$ cat config.mk
export PLATFORM = sky130hd
export DESIGN_NAME = wdc_guard
export DESIGN_NICKNAME = d
export VERILOG_FILES = /design/src/wdc_pkg.sv /design/src/wdc_guard.sv
export SDC_FILE = /design/constraint.sdc
export NUM_CORES = 1
export LEC_CHECK = 0
export BUFFER_PORTS_ARGS = -buffer_cell sky130_fd_sc_hd__buf_4
export CAP_MARGIN = 40
export CORE_MARGIN = 2
export CORE_UTILIZATION = 45
export CTS_CLUSTER_DIAMETER = 120
export DETAILED_ROUTE_END_ITERATION = 10
export PLACE_DENSITY = 0.72
export SYNTH_ARGS = -nofsm -noshare
export SYNTH_HDL_FRONTEND = slang
export SYNTH_SLANG_ARGS = --single-unit
$ cat constraint.sdc
create_clock -name clk_sys -period 5.3 [get_ports clk_sys]
set_clock_uncertainty 0.1 [all_clocks]
set_input_delay 0.53 -clock clk_sys [delete_from_list [all_inputs] [get_ports clk_sys]]
set_output_delay 0.53 -clock clk_sys [all_outputs]
set_load 0.03 [all_outputs]
$ cat src/wdc_pkg.sv
// Package with constants for the watchdog timeout configuration block.
package wdc_pkg;
  // Register byte addresses (word aligned, Avalon-MM).
  localparam logic [3:0] ADDR_CONTROL  = 4'h0;
  localparam logic [3:0] ADDR_STATUS   = 4'h4;
  localparam logic [3:0] ADDR_IRQ_EN   = 4'h8;
  localparam logic [3:0] ADDR_IRQ_CLR  = 4'hc;
  // Control register field positions.
  localparam int BIT_IRQ_FLAG   = 7;
  localparam int BIT_IRQ_ENABLE = 6;
  localparam int BIT_SEL3       = 5;
  localparam int BIT_UNLOCK     = 4;
  localparam int BIT_ENABLE     = 3;
  // Status register event bit positions.
  localparam int EV_TIMEOUT = 0;
  localparam int EV_RESET   = 1;
  localparam int EV_WIDTH   = 2;
  // Reset values.
  localparam logic [7:0] CONTROL_RESET = 8'h00;
  // Unlock window length in system clock cycles.
  localparam logic [2:0] UNLOCK_CYCLES = 3'h4;
  // Highest valid selector code; reserved codes fold onto it.
  localparam logic [3:0] SEL_MAX = 4'h9;
  // Shortest timeout exponent: code 0 gives 2^11 = 2K ticks.
  localparam int SEL_BASE_EXP = 11;
  // Program address of the reset vector and of the timeout vector.
  localparam logic [11:0] RESET_VECTOR   = 12'h000;
  localparam logic [11:0] TIMEOUT_VECTOR = 12'h00c;
  // Oscillator frequency of the timer tick.
  localparam int OSC_HZ = 128000;
  // States of the configuration unlock window.
  typedef enum logic [1:0] {
    WDC_IDLE = 2'b00,
    WDC_OPEN = 2'b01
  } wdc_unlock_t;
endpackage

$ cat src/wdc_guard.sv
// Watchdog timer with timed unlock configuration and Avalon-MM registers.
`timescale 1ns/1ps
`default_nettype none
module wdc_guard
(
  input  wire logic        clk_sys,
  input  wire logic        rst,
  input  wire logic [3:0]  avs_address,
  input  wire logic        avs_read,
  input  wire logic        avs_write,
  input  wire logic [31:0] avs_writedata,
  output logic      [31:0] avs_readdata,
  output logic             avs_waitrequest,
  input  wire logic        always_on_fuse,
  input  wire logic        osc_tick,
  input  wire logic        guard_kick,
  input  wire logic        global_irq_enable,
  input  wire logic        irq_taken,
  output logic             guard_reset,
  output logic      [11:0] reset_vector_addr,
  output logic             timeout_irq_req,
  output logic      [11:0] irq_vector_addr,
  output logic             irq
);

  // ****************************************************************
  // Bus decode
  // ****************************************************************

  // One wait cycle per access keeps read data registered.
  logic ack_reg;
  logic wr_ctl;
  logic wr_en;
  logic wr_clr;
  logic [7:0] wd;
  assign avs_waitrequest = (avs_read | avs_write) & ~ack_reg;
  assign wd = avs_writedata[7:0];
  assign wr_ctl = avs_write & ack_reg & (avs_address == wdc_pkg::ADDR_CONTROL);
  assign wr_en  = avs_write & ack_reg & (avs_address == wdc_pkg::ADDR_IRQ_EN);
  assign wr_clr = avs_write & ack_reg & (avs_address == wdc_pkg::ADDR_IRQ_CLR);

  // Acknowledge toggles so back-to-back requests each see one wait cycle.
  always_ff @(posedge clk_sys or posedge rst)
  begin
    if (rst)
      ack_reg <= 1'b0;
    else
      ack_reg <= (avs_read | avs_write) & ~ack_reg;
  end

  // ****************************************************************
  // Control register and unlock window
  // ****************************************************************

  logic       enable_reg;
  logic       irq_enable_reg;
  logic       flag_reg;
  logic [3:0] sel_reg;
  logic       unlock_reg;
  logic [2:0] unlock_cnt_reg;
  logic       strap_done_reg;
  logic       level2_reg;
  logic       timeout;
  logic       run;
  logic [3:0] sel_wr;
  logic       flag_clr;
  logic       flag_set;
  logic       unlock_open;

  assign sel_wr = {wd[wdc_pkg::BIT_SEL3], wd[2:0]};
  assign run = level2_reg | enable_reg | irq_enable_reg;
  assign unlock_open = wr_ctl & wd[wdc_pkg::BIT_UNLOCK] & wd[wdc_pkg::BIT_ENABLE];

  // The fuse is caught once after reset release, never by the reset itself.
  always_ff @(posedge clk_sys or posedge rst)
  begin
    if (rst)
    begin
      strap_done_reg <= 1'b0;
      level2_reg     <= 1'b0;
    end
    else if (!strap_done_reg)
    begin
      strap_done_reg <= 1'b1;
      level2_reg     <= always_on_fuse;
    end
  end

  // Unlock bit and its four-cycle window; a write of unlock with enable opens it.
  always_ff @(posedge clk_sys or posedge rst)
  begin
    if (rst)
    begin
      unlock_reg     <= 1'b0;
      unlock_cnt_reg <= 3'h0;
    end
    else if (unlock_open)
    begin
      unlock_reg     <= 1'b1;
      unlock_cnt_reg <= wdc_pkg::UNLOCK_CYCLES;
    end
    else if (unlock_cnt_reg == 3'h1)
    begin
      unlock_reg     <= 1'b0;
      unlock_cnt_reg <= 3'h0;
    end
    else if (unlock_cnt_reg != 3'h0)
      unlock_cnt_reg <= unlock_cnt_reg - 3'h1;
  end

  // Enable and selector: level 1 selector free, disable needs the window;
  // level 2 selector needs the window and enable stays set.
  always_ff @(posedge clk_sys or posedge rst)
  begin
    if (rst)
    begin
      enable_reg <= 1'b0;
      sel_reg    <= 4'h0;
    end
    else if (wr_ctl)
    begin
      if (wd[wdc_pkg::BIT_ENABLE])
        enable_reg <= 1'b1;
      else if (unlock_reg && !wd[wdc_pkg::BIT_UNLOCK] && !level2_reg)
        enable_reg <= 1'b0;
      if (!level2_reg || (unlock_reg && !wd[wdc_pkg::BIT_UNLOCK]))
        sel_reg <= (sel_wr > wdc_pkg::SEL_MAX) ? wdc_pkg::SEL_MAX : sel_wr;
    end
  end

  // Interrupt enable is cleared by a timeout while reset mode is also armed.
  always_ff @(posedge clk_sys or posedge rst)
  begin
    if (rst)
      irq_enable_reg <= 1'b0;
    else if (timeout && (enable_reg || level2_reg))
      irq_enable_reg <= 1'b0;
    else if (wr_ctl)
      irq_enable_reg <= wd[wdc_pkg::BIT_IRQ_ENABLE];
  end

  // Timeout flag: the hardware set wins over any clear in the same cycle.
  assign flag_set = timeout & irq_enable_reg;
  assign flag_clr = (wr_ctl & wd[wdc_pkg::BIT_IRQ_FLAG]) | irq_taken;
  always_ff @(posedge clk_sys or posedge rst)
  begin
    if (rst)
      flag_reg <= 1'b0;
    else if (flag_set)
      flag_reg <= 1'b1;
    else if (flag_clr)
      flag_reg <= 1'b0;
  end

  // ****************************************************************
  // Timer counter
  // ****************************************************************

  // Counts oscillator ticks; limit is 2^(11+sel). 21 bits hold 1024K.
  logic [20:0] count_reg;
  logic [20:0] limit;
  assign limit = 21'(21'h1 << (wdc_pkg::SEL_BASE_EXP + int'(sel_reg)));
  // Greater-or-equal, so a shorter period chosen mid-count still ends promptly.
  assign timeout = run & osc_tick & (count_reg >= limit - 21'h1);

  always_ff @(posedge clk_sys or posedge rst)
  begin
    if (rst)
      count_reg <= 21'h0;
    else if (guard_kick || !run || timeout)
      count_reg <= 21'h0;
    else if (osc_tick)
      count_reg <= count_reg + 21'h1;
  end

  // ****************************************************************
  // Outcome: reset or interrupt request
  // ****************************************************************

  always_ff @(posedge clk_sys or posedge rst)
  begin
    if (rst)
      guard_reset <= 1'b0;
    else
      guard_reset <= timeout & ~irq_enable_reg & (enable_reg | level2_reg);
  end
  assign reset_vector_addr = wdc_pkg::RESET_VECTOR;
  assign irq_vector_addr   = wdc_pkg::TIMEOUT_VECTOR;
  assign timeout_irq_req   = flag_reg & irq_enable_reg & global_irq_enable;

  // ****************************************************************
  // Event status, enable and clear registers
  // ****************************************************************

  logic [wdc_pkg::EV_WIDTH-1:0] ev_stat_reg;
  logic [wdc_pkg::EV_WIDTH-1:0] ev_en_reg;
  logic [wdc_pkg::EV_WIDTH-1:0] ev_in;
  assign ev_in = {guard_reset, flag_set};

  // One sticky bit per event; a new event outranks a simultaneous clear.
  genvar gi;
  generate
    for (gi = 0; gi < wdc_pkg::EV_WIDTH; gi++)
    begin : g_ev
      always_ff @(posedge clk_sys or posedge rst)
      begin
        if (rst)
          ev_stat_reg[gi] <= 1'b0;
        else if (ev_in[gi])
          ev_stat_reg[gi] <= 1'b1;
        else if (wr_clr && wd[gi])
          ev_stat_reg[gi] <= 1'b0;
      end
    end
  endgenerate

  always_ff @(posedge clk_sys or posedge rst)
  begin
    if (rst)
      ev_en_reg <= '0;
    else if (wr_en)
      ev_en_reg <= wd[wdc_pkg::EV_WIDTH-1:0];
  end
  assign irq = |(ev_stat_reg & ev_en_reg);

  // ****************************************************************
  // Read data
  // ****************************************************************

  // Unmapped addresses read zero; the clear register reads zero.
  always_ff @(posedge clk_sys or posedge rst)
  begin
    if (rst)
      avs_readdata <= 32'h0;
    else if (avs_read && !ack_reg)
    begin
      case (avs_address)
        wdc_pkg::ADDR_CONTROL:
          avs_readdata <= {24'h0, flag_reg, irq_enable_reg, sel_reg[3], unlock_reg,
                           enable_reg | level2_reg, sel_reg[2:0]};
        wdc_pkg::ADDR_STATUS:
          avs_readdata <= {30'h0, ev_stat_reg};
        wdc_pkg::ADDR_IRQ_EN:
          avs_readdata <= {30'h0, ev_en_reg};
        default:
          avs_readdata <= 32'h0;
      endcase
    end
  end

  // ****************************************************************
  // Checks
  // ****************************************************************

  property p_unlock_hold;
    @(posedge clk_sys) disable iff (rst) unlock_open |=> unlock_reg [*4];
  endproperty
  a_unlock_hold: assert property (p_unlock_hold) else $error("unlock window closed early");

  // A fresh unlock write inside the window restarts it, so only a quiet window must close.
  property p_unlock_close;
    @(posedge clk_sys) disable iff (rst)
      unlock_open ##1 (!unlock_open) [*4] |=> !unlock_reg;
  endproperty
  a_unlock_close: assert property (p_unlock_close) else $error("unlock window length wrong");

  property p_sel_valid;
    @(posedge clk_sys) disable iff (rst) sel_reg <= wdc_pkg::SEL_MAX;
  endproperty
  a_sel_valid: assert property (p_sel_valid) else $error("reserved selector applied");

  property p_l2_enabled;
    @(posedge clk_sys) disable iff (rst)
      (level2_reg && avs_read && !ack_reg && avs_address == wdc_pkg::ADDR_CONTROL)
        |=> avs_readdata[wdc_pkg::BIT_ENABLE];
  endproperty
  a_l2_enabled: assert property (p_l2_enabled) else $error("level two enable read zero");

  property p_no_disable_locked;
    @(posedge clk_sys) disable iff (rst)
      (enable_reg && !unlock_reg) |=> enable_reg;
  endproperty
  a_no_disable_locked: assert property (p_no_disable_locked) else $error("disabled without unlock");

  property p_irq_not_reset;
    @(posedge clk_sys) disable iff (rst)
      (timeout && irq_enable_reg) |=> !guard_reset && flag_reg;
  endproperty
  a_irq_not_reset: assert property (p_irq_not_reset) else $error("timeout in irq mode reset");

  property p_reset_on_timeout;
    @(posedge clk_sys) disable iff (rst)
      (timeout && !irq_enable_reg && enable_reg) |=> guard_reset;
  endproperty
  a_reset_on_timeout: assert property (p_reset_on_timeout) else $error("missing timeout reset");

  property p_flag_clear;
    @(posedge clk_sys) disable iff (rst)
      (irq_taken && !flag_set) |=> !flag_reg;
  endproperty
  a_flag_clear: assert property (p_flag_clear) else $error("flag not cleared");

  property p_kick_restart;
    @(posedge clk_sys) disable iff (rst) guard_kick |=> count_reg == 21'h0;
  endproperty
  a_kick_restart: assert property (p_kick_restart) else $error("kick did not restart");

  property p_irq_gate;
    @(posedge clk_sys) disable iff (rst) !global_irq_enable |-> !timeout_irq_req;
  endproperty
  a_irq_gate: assert property (p_irq_gate) else $error("irq without global enable");

endmodule
`default_nettype wire

==> reports/qor.yml, run 1 <==
worst_setup_path:
  slowest_delay_ns: 0.49
  worst_r2r_path_depth: 10
  cp-start-kind: "register"
  cp_cell_sequence: "or2_2 -> nor2_1 -> mux2i_1 -> ha_1 -> a21oi_1 -> o21ai_0 -> a21oi_1 -> o211ai_2 -> o41ai_1 -> a31o_2"
  crit_family: "compound AO/OA/AOI/OAI gates"
  cpMostUsedCell: "a21oi_1"
  crit_slowest_cell: "dfrtp_1"
  critPathRequiredTime_ns: 5.45
  worstPathMaxFanout: 11
  arrival_ns: 3.12
  r2r_end: "count_reg[3]"
  end_kind: "register"
  r2r_slack_ns: 2.33
  reg2reg_from: "sel_reg[3]"
  cp_num_buf_inv: 0
  critical_path_class: "reg2reg"
detailed_routing:
  routed_wl_mm: 6.113
  drcViolationCount: 0
  post_drt_via_cell_ratio: 4.956
  wl_per_cell_um: 12.20
  first_iter_violations: 99
  ant_nets: 0
  drt-pass1-iter-count: 4
  dr_total_vias: 2483
synth:
  synth_area_leaders: "dfrtp_1 (36%), buf_4 (11%), ha_1 (9.8%)"
  synth_cell_types: 51
  synth_top_area_frac: 0.3629
  synth_edf_count: 0
  synth_largest_area_cell: "dfrtp_1"
  synth.avg_cell_area_sq_um: 9.117
  ys.flop_type: "dfrtp_1"
  netlist_area_sq_mm: 0.003309
  syn_inst: 363
  synth_seq_cells: 48
  seq_area_frac_synth: 0.3629
  yosysWarningCount: 0
  postSynth.asyncResetShare: 1.000
floorplanning:
  initial_core_util: 0.4612
  placementRows: 31
  die_w_um: 89.76
  core_sq_mm: 0.007176
  io_pins: 105
  dieArea_sq_mm: 0.008056
  die_h_um: 89.76
placement:
  hpwl_mm: 4.798
  dpl_cell_area_sq_mm: 0.003498
  portBuffers: 32
  gp_congestion: 0.8212
sta:
  fin_crit_sh: 0.5598
  tightest_slew_ns: 0.6392
  slew_headroom: 0.5715
  drv_slew: 0
  setup_viol: 0
  finalHoldViolCount: 0
  finalSetupTns_ns: 0
  finalCriticalPeriod_ns: 2.967
  clock.fmax_mhz: 337.1
  rsz0062_at_grt: "false"
clocking:
  ctsRootBufferMaster: "clkbuf_8"
  worst_skew_pair.late_latency_ns: 0.31
  clk_path_buf_depth: 2
  post_cts_buffers: 0
  cts_resized: 0
  cts_hold_buf: 0
  clk_pin_slew_ns: 0.09
  clkSinkCount: 48
  htreeDepth: 2
  numCtsBuffers: 5
  cts_tree: "built"
grt:
  top_usage_layer: "met2"
  globalRouteOverflowTotal: 0
  use_met1: 0.2067
  grt_pass1_vias: 2338
  antenna_found_initial: 0
  grtUsageMet2: 0.2727
  grt_max_degree: 35
  grtUsageTotal: 0.1581
  use_met3: 0.03437
  grt_pass1_wl_mm: 10.73
power_and_ir_drop:
  cellPowerDensity_mw_per_mm2: 256.2
  p_leak_nw: 1.810
  vdd.ir_drop.worst_mv: 0.1948
cells_and_area:
  final_common_cell: "conb_1"
  diodes: 0
  final_util: 0.5003
  synthToLayoutAreaGrowth_pct: 8.469
  largest_reg_flops: 21
  n_fill_cell: 681
  design_area_sq_mm: 0.003590
  layout-drive-gt1-share: 0.1493
  nets: 472
  layout.cells.most_common_list: "conb_1 (56), dfrtp_1 (48), nand2_1 (39)"
hold_path:
  hp-class: "in2async"
run:
  max-cap-violations: 0
status:
  status: "finished clean"
[Yosys cell counts (2+ instances only)]
| master | count |
|---|---|
| ha_1 | 26 |
| nand2b_1 | 5 |
| dfrtp_1 | 48 |
| nand2_1 | 39 |
| a31oi_1 | 3 |
| conb_1 | 2 |
| inv_1 | 18 |
| a21o_1 | 2 |
| and4_1 | 2 |
| nand3b_1 | 4 |
| nand3_1 | 10 |
| buf_4 | 48 |
| a21oi_1 | 15 |
| o31ai_1 | 3 |
| mux2_2 | 3 |
| clkbuf_1 | 7 |
| a22o_1 | 9 |
| o211ai_1 | 2 |
| nand4_1 | 3 |
| a22oi_1 | 2 |
| nor3_1 | 8 |
| nor2_1 | 30 |
| mux2i_1 | 4 |
| o21ai_0 | 14 |
| xnor2_1 | 4 |
| a211oi_1 | 2 |
| and3_1 | 6 |
| and2_1 | 5 |
| nor3_4 | 2 |
| nor2b_1 | 2 |
| or3_1 | 2 |
| or2_2 | 5 |
| xor2_1 | 10 |
[per-layer routing]
metal  wire, um  vias up  part of all wire
met2       3021       56              0.49
li1           -     1228                 -
met4         44        0            0.0072
met1       2750     1193              0.45
met5          0        -                 0
met3        296        6             0.048
[cells by family (layout without fill, tap and decap cells)]
| kind of cell | after synthesis | in the layout | synth area share |
|---|---|---|---|
| other | 2 | 56 | 0.002269 |
| muxes | 7 | 7 | 0.02231 |
| buffers and inverters | 74 | 59 | 0.1406 |
| DFF | 48 | 48 | 0.3629 |
| and+or+nand+nor | 127 | 127 | 0.1958 |
| xor gates and xnor gates | 14 | 14 | 0.03705 |
| AOI/OAI and AO/OA | 65 | 65 | 0.1406 |
| adders and majority gates | 26 | 26 | 0.09830 |
[worst reg2reg max path, cell delays in order (launching register included)]
cell and delay [ns]:
dfrtp_1 0.49, or2_2 0.38, nor2_1 0.13, mux2i_1 0.26, ha_1 0.29, a21oi_1 0.13
o21ai_0 0.10, a21oi_1 0.25, o211ai_2 0.25, o41ai_1 0.38, a31o_2 0.15
[power breakdown]
group	total (mW)	internal, mW	switching [mW]
clock	0.226	0.0947	0.131
sequential	0.439	0.399	0.0402
combinational	0.255	0.0933	0.162
[layout make-up]
type	count	area (sq um)	share of cell area
inverter	18	67.56	0.01882
timing repair buffer	33	260.3	0.07250
tap	99	123.9	0.03451
clock inverter	3	22.52	0.006274
clock buffer	5	68.82	0.01917
sequential	48	1201	0.3346
multi-input combinational	295	1846	0.5141
[how the worst max path moves through the flow]
stage,from,to,slack (ns),cells past startpoint
finish,sel_reg[3],count_reg[3],2.33,10
global route,sel_reg[3],count_reg[7],2.07,10
CTS,sel_reg[3],count_reg[3],2.33,10
detailed placement,sel_reg[3],count_reg[3],2.36,10
global placement,sel_reg[3],count_reg[19],2.45,10
floorplan,sel_reg[1],count_reg[7],2.64,12
[through the flow]
stage | hold slack, ns | setup slack (ns) | power, mW | instances
floorplan | 0.3660 | 2.640 | 0.6694 | 417
global placement | 0.3421 | 2.453 | 0.6872 | 492
detailed placement | 0.3547 | 2.358 | 0.7003 | 493
CTS | 0.08769 | 2.335 | 0.9270 | 501
global route | 0.08442 | 2.071 | 0.9830 | 501
finish | 0.07738 | 2.333 | 0.9198 | 501
(Power assumes the default switching activity.)
==> run 2, diff against run 1 <==
==> constraint.sdc (replaced) <==
create_clock -name clk_sys -period 3 [get_ports clk_sys]
set_clock_uncertainty 0.1 [all_clocks]
set_input_delay 0.3 -clock clk_sys [delete_from_list [all_inputs] [get_ports clk_sys]]
set_output_delay 0.3 -clock clk_sys [all_outputs]
set_load 0.03 [all_outputs]
==> reports/qor.yml, run 2 (synthesis results as in run 1) <==
placement:
  dp_cells: 495  # +0.41%
  portBuffers: 32  # unchanged
  preCtsSetupSlack_ns: 0.1511  # -2.207 ns
  hpwl_mm: 4.848  # +1.0%
  gp_congestion: 0.8037  # -2.1%
  dpl_cell_area_sq_mm: 0.003513  # +0.43%
sta:
  rsz0062_at_grt: "false"
  setup_viol: 0  # unchanged
  hold_slack_ns: 0.08421  # +0.006824 ns
  fin_crit_sh: 0.9349  # +0.3751
  tightest_slew_ns: 0.6151  # -0.02409 ns
  finalCriticalPeriod_ns: 2.805  # -0.1621 ns
  clock.fmax_mhz: 356.5  # +5.8%
  finalSetupTns_ns: 0  # unchanged
  finalHoldViolCount: 0  # unchanged
  slew_headroom: 0.5877  # +0.01615
  drv_slew: 0  # unchanged
  timing.final.ws_setup_ns: 0.1952  # -2.138 ns
cells_and_area:
  largest_reg_flops: 21  # unchanged
  fin_cells: 505  # +0.80%
  final_util: 0.5097  # +0.009415
  layout.cells.most_common_list: "conb_1 (56), dfrtp_1 (47), nand2_1 (39)"
  nets: 476  # +0.85%
  layout-drive-gt1-share: 0.1601  # +0.01084
  synthToLayoutAreaGrowth_pct: 10.51
  design_area_sq_mm: 0.003657  # +1.9%
  diodes: 0  # unchanged
  final_common_cell: "conb_1"
hold_path:
  min_path_cells: 3
  hp-class: "in2reg"
  min_from: "avs_writedata[3]"
  whs_endpoint: "enable_reg"
grt:
  top_usage_layer: "met2"
  grt_pass1_vias: 2419  # +3.5%
  grtUsageTotal: 0.1597  # +0.001551
  globalRouteOverflowTotal: 0  # unchanged
  grtUsageMet2: 0.2835  # +0.01073
  use_met3: 0.03269  # -0.001676
  grt_max_degree: 27  # -23%
  use_met1: 0.1958  # -0.01088
  grt_pass1_wl_mm: 10.78  # +0.51%
  antenna_found_initial: 0  # unchanged
detailed_routing:
  drt-pass1-iter-count: 4  # unchanged
  dr_total_vias: 2487  # +0.16%
  ant_nets: 0  # unchanged
  routed_wl_mm: 6.215  # +1.7%
  drcViolationCount: 0  # unchanged
  post_drt_via_cell_ratio: 4.925  # -0.63%
  first_iter_violations: 59  # -40%
  wl_per_cell_um: 12.31  # +0.86%
floorplanning:
  dieArea_sq_mm: 0.008056  # unchanged
  placementRows: 31  # unchanged
  die_w_um: 89.76  # unchanged
  core_sq_mm: 0.007176  # unchanged
  die_h_um: 89.76  # unchanged
  initial_core_util: 0.4612  # unchanged
  io_pins: 105  # unchanged
worst_setup_path:
  arrival_ns: 2.91  # -0.21 ns
  end_kind: "register"
  critical_path_class: "reg2reg"
  critPathRequiredTime_ns: 3.10  # -2.35 ns
  r2r_slack_ns: 0.20  # -2.14 ns
  worstPathMaxFanout: 14  # +3
  worst_r2r_path_depth: 11  # +1
  reg2reg_from: "sel_reg[2]"
  r2r_end: "count_reg[13]"
  cp-start-kind: "register"
  cp-startpoint: "sel_reg[2]"
power_and_ir_drop:
  vdd.ir_drop.worst_mv: 0.3407  # +75%
  p_leak_nw: 1.834  # +1.3%
  cellPowerDensity_mw_per_mm2: 458.3  # +79%
  power_mw: 1.676  # +82%
clocking:
  ctsRootBufferMaster: "clkbuf_8"
  worst_skew_pair.late_latency_ns: 0.31  # about the same
  clk_path_buf_depth: 2  # unchanged
  clkSinkCount: 48  # unchanged
  cts_tree: "built"
  clk_pin_slew_ns: 0.10  # about the same
  numCtsBuffers: 5  # unchanged
  htreeDepth: 2  # unchanged
status:
  status: "finished clean"
run:
  max-cap-violations: 0  # unchanged
-- run 2: critical path, stage by stage, from the launching register on --
cell and delay (ns):
dfrtp_1 0.49, or2_2 0.36, nor2_1 0.13, mux2i_1 0.23, ha_1 0.16, nand2_1 0.07, nor4_2 0.25, o211ai_1 0.21
o211a_4 0.31, o21ai_4 0.17, buf_12 0.15, nor2_1 0.06
-- run 2: area by class of cell --
| cell class | count | area (sq um) |
|---|---|---|
| Clock buffer | 6 | 82.58 |
| Timing Repair Buffer | 37 | 305.3 |
| Fill cell | 705 | 3518 |
| Tap cell | 99 | 123.9 |
| Clock inverter | 2 | 17.52 |
| Inverter | 18 | 67.56 |
| Multi-Input combinational cell | 295 | 1858 |
| Sequential cell | 48 | 1202 |
-- run 2: where the power goes --
| part | leakage (nW) | internal [mW] | switching (mW) |
|---|---|---|---|
| Clock | 0.0522 | 0.193 | 0.242 |
| Sequential | 0.642 | 0.705 | 0.0603 |
| Combinational | 1.14 | 0.179 | 0.296 |
-- run 2: worst max path at each step --
stage / slack, ns / to / depth (start not counted)
finish: 0.20 / count_reg[13] / 11
global route: 0.04 / count_reg[13] / 11
CTS: 0.12 / count_reg[9] / 10
detailed placement: 0.15 / count_reg[13] / 10
global placement: 0.19 / count_reg[19] / 10
floorplan: 0.34 / count_reg[7] / 12
-- run 2: what timing repair did --
item                       4_1_cts  5_1_grt
hold buffers                     1        0
hold endpoints to repair        22        0
buffers inserted                 0        1
setup endpoints to repair        0       15
gates resized for setup          0        3
-- run 2: metal layers --
metal  up-vias  wire length (um)  share of wire
met1      1189              2802           0.45
met2        55              3075           0.49
li1       1235                 -              -
met4         0                87          0.014
met3         8               251          0.040
met5         -                 0              0
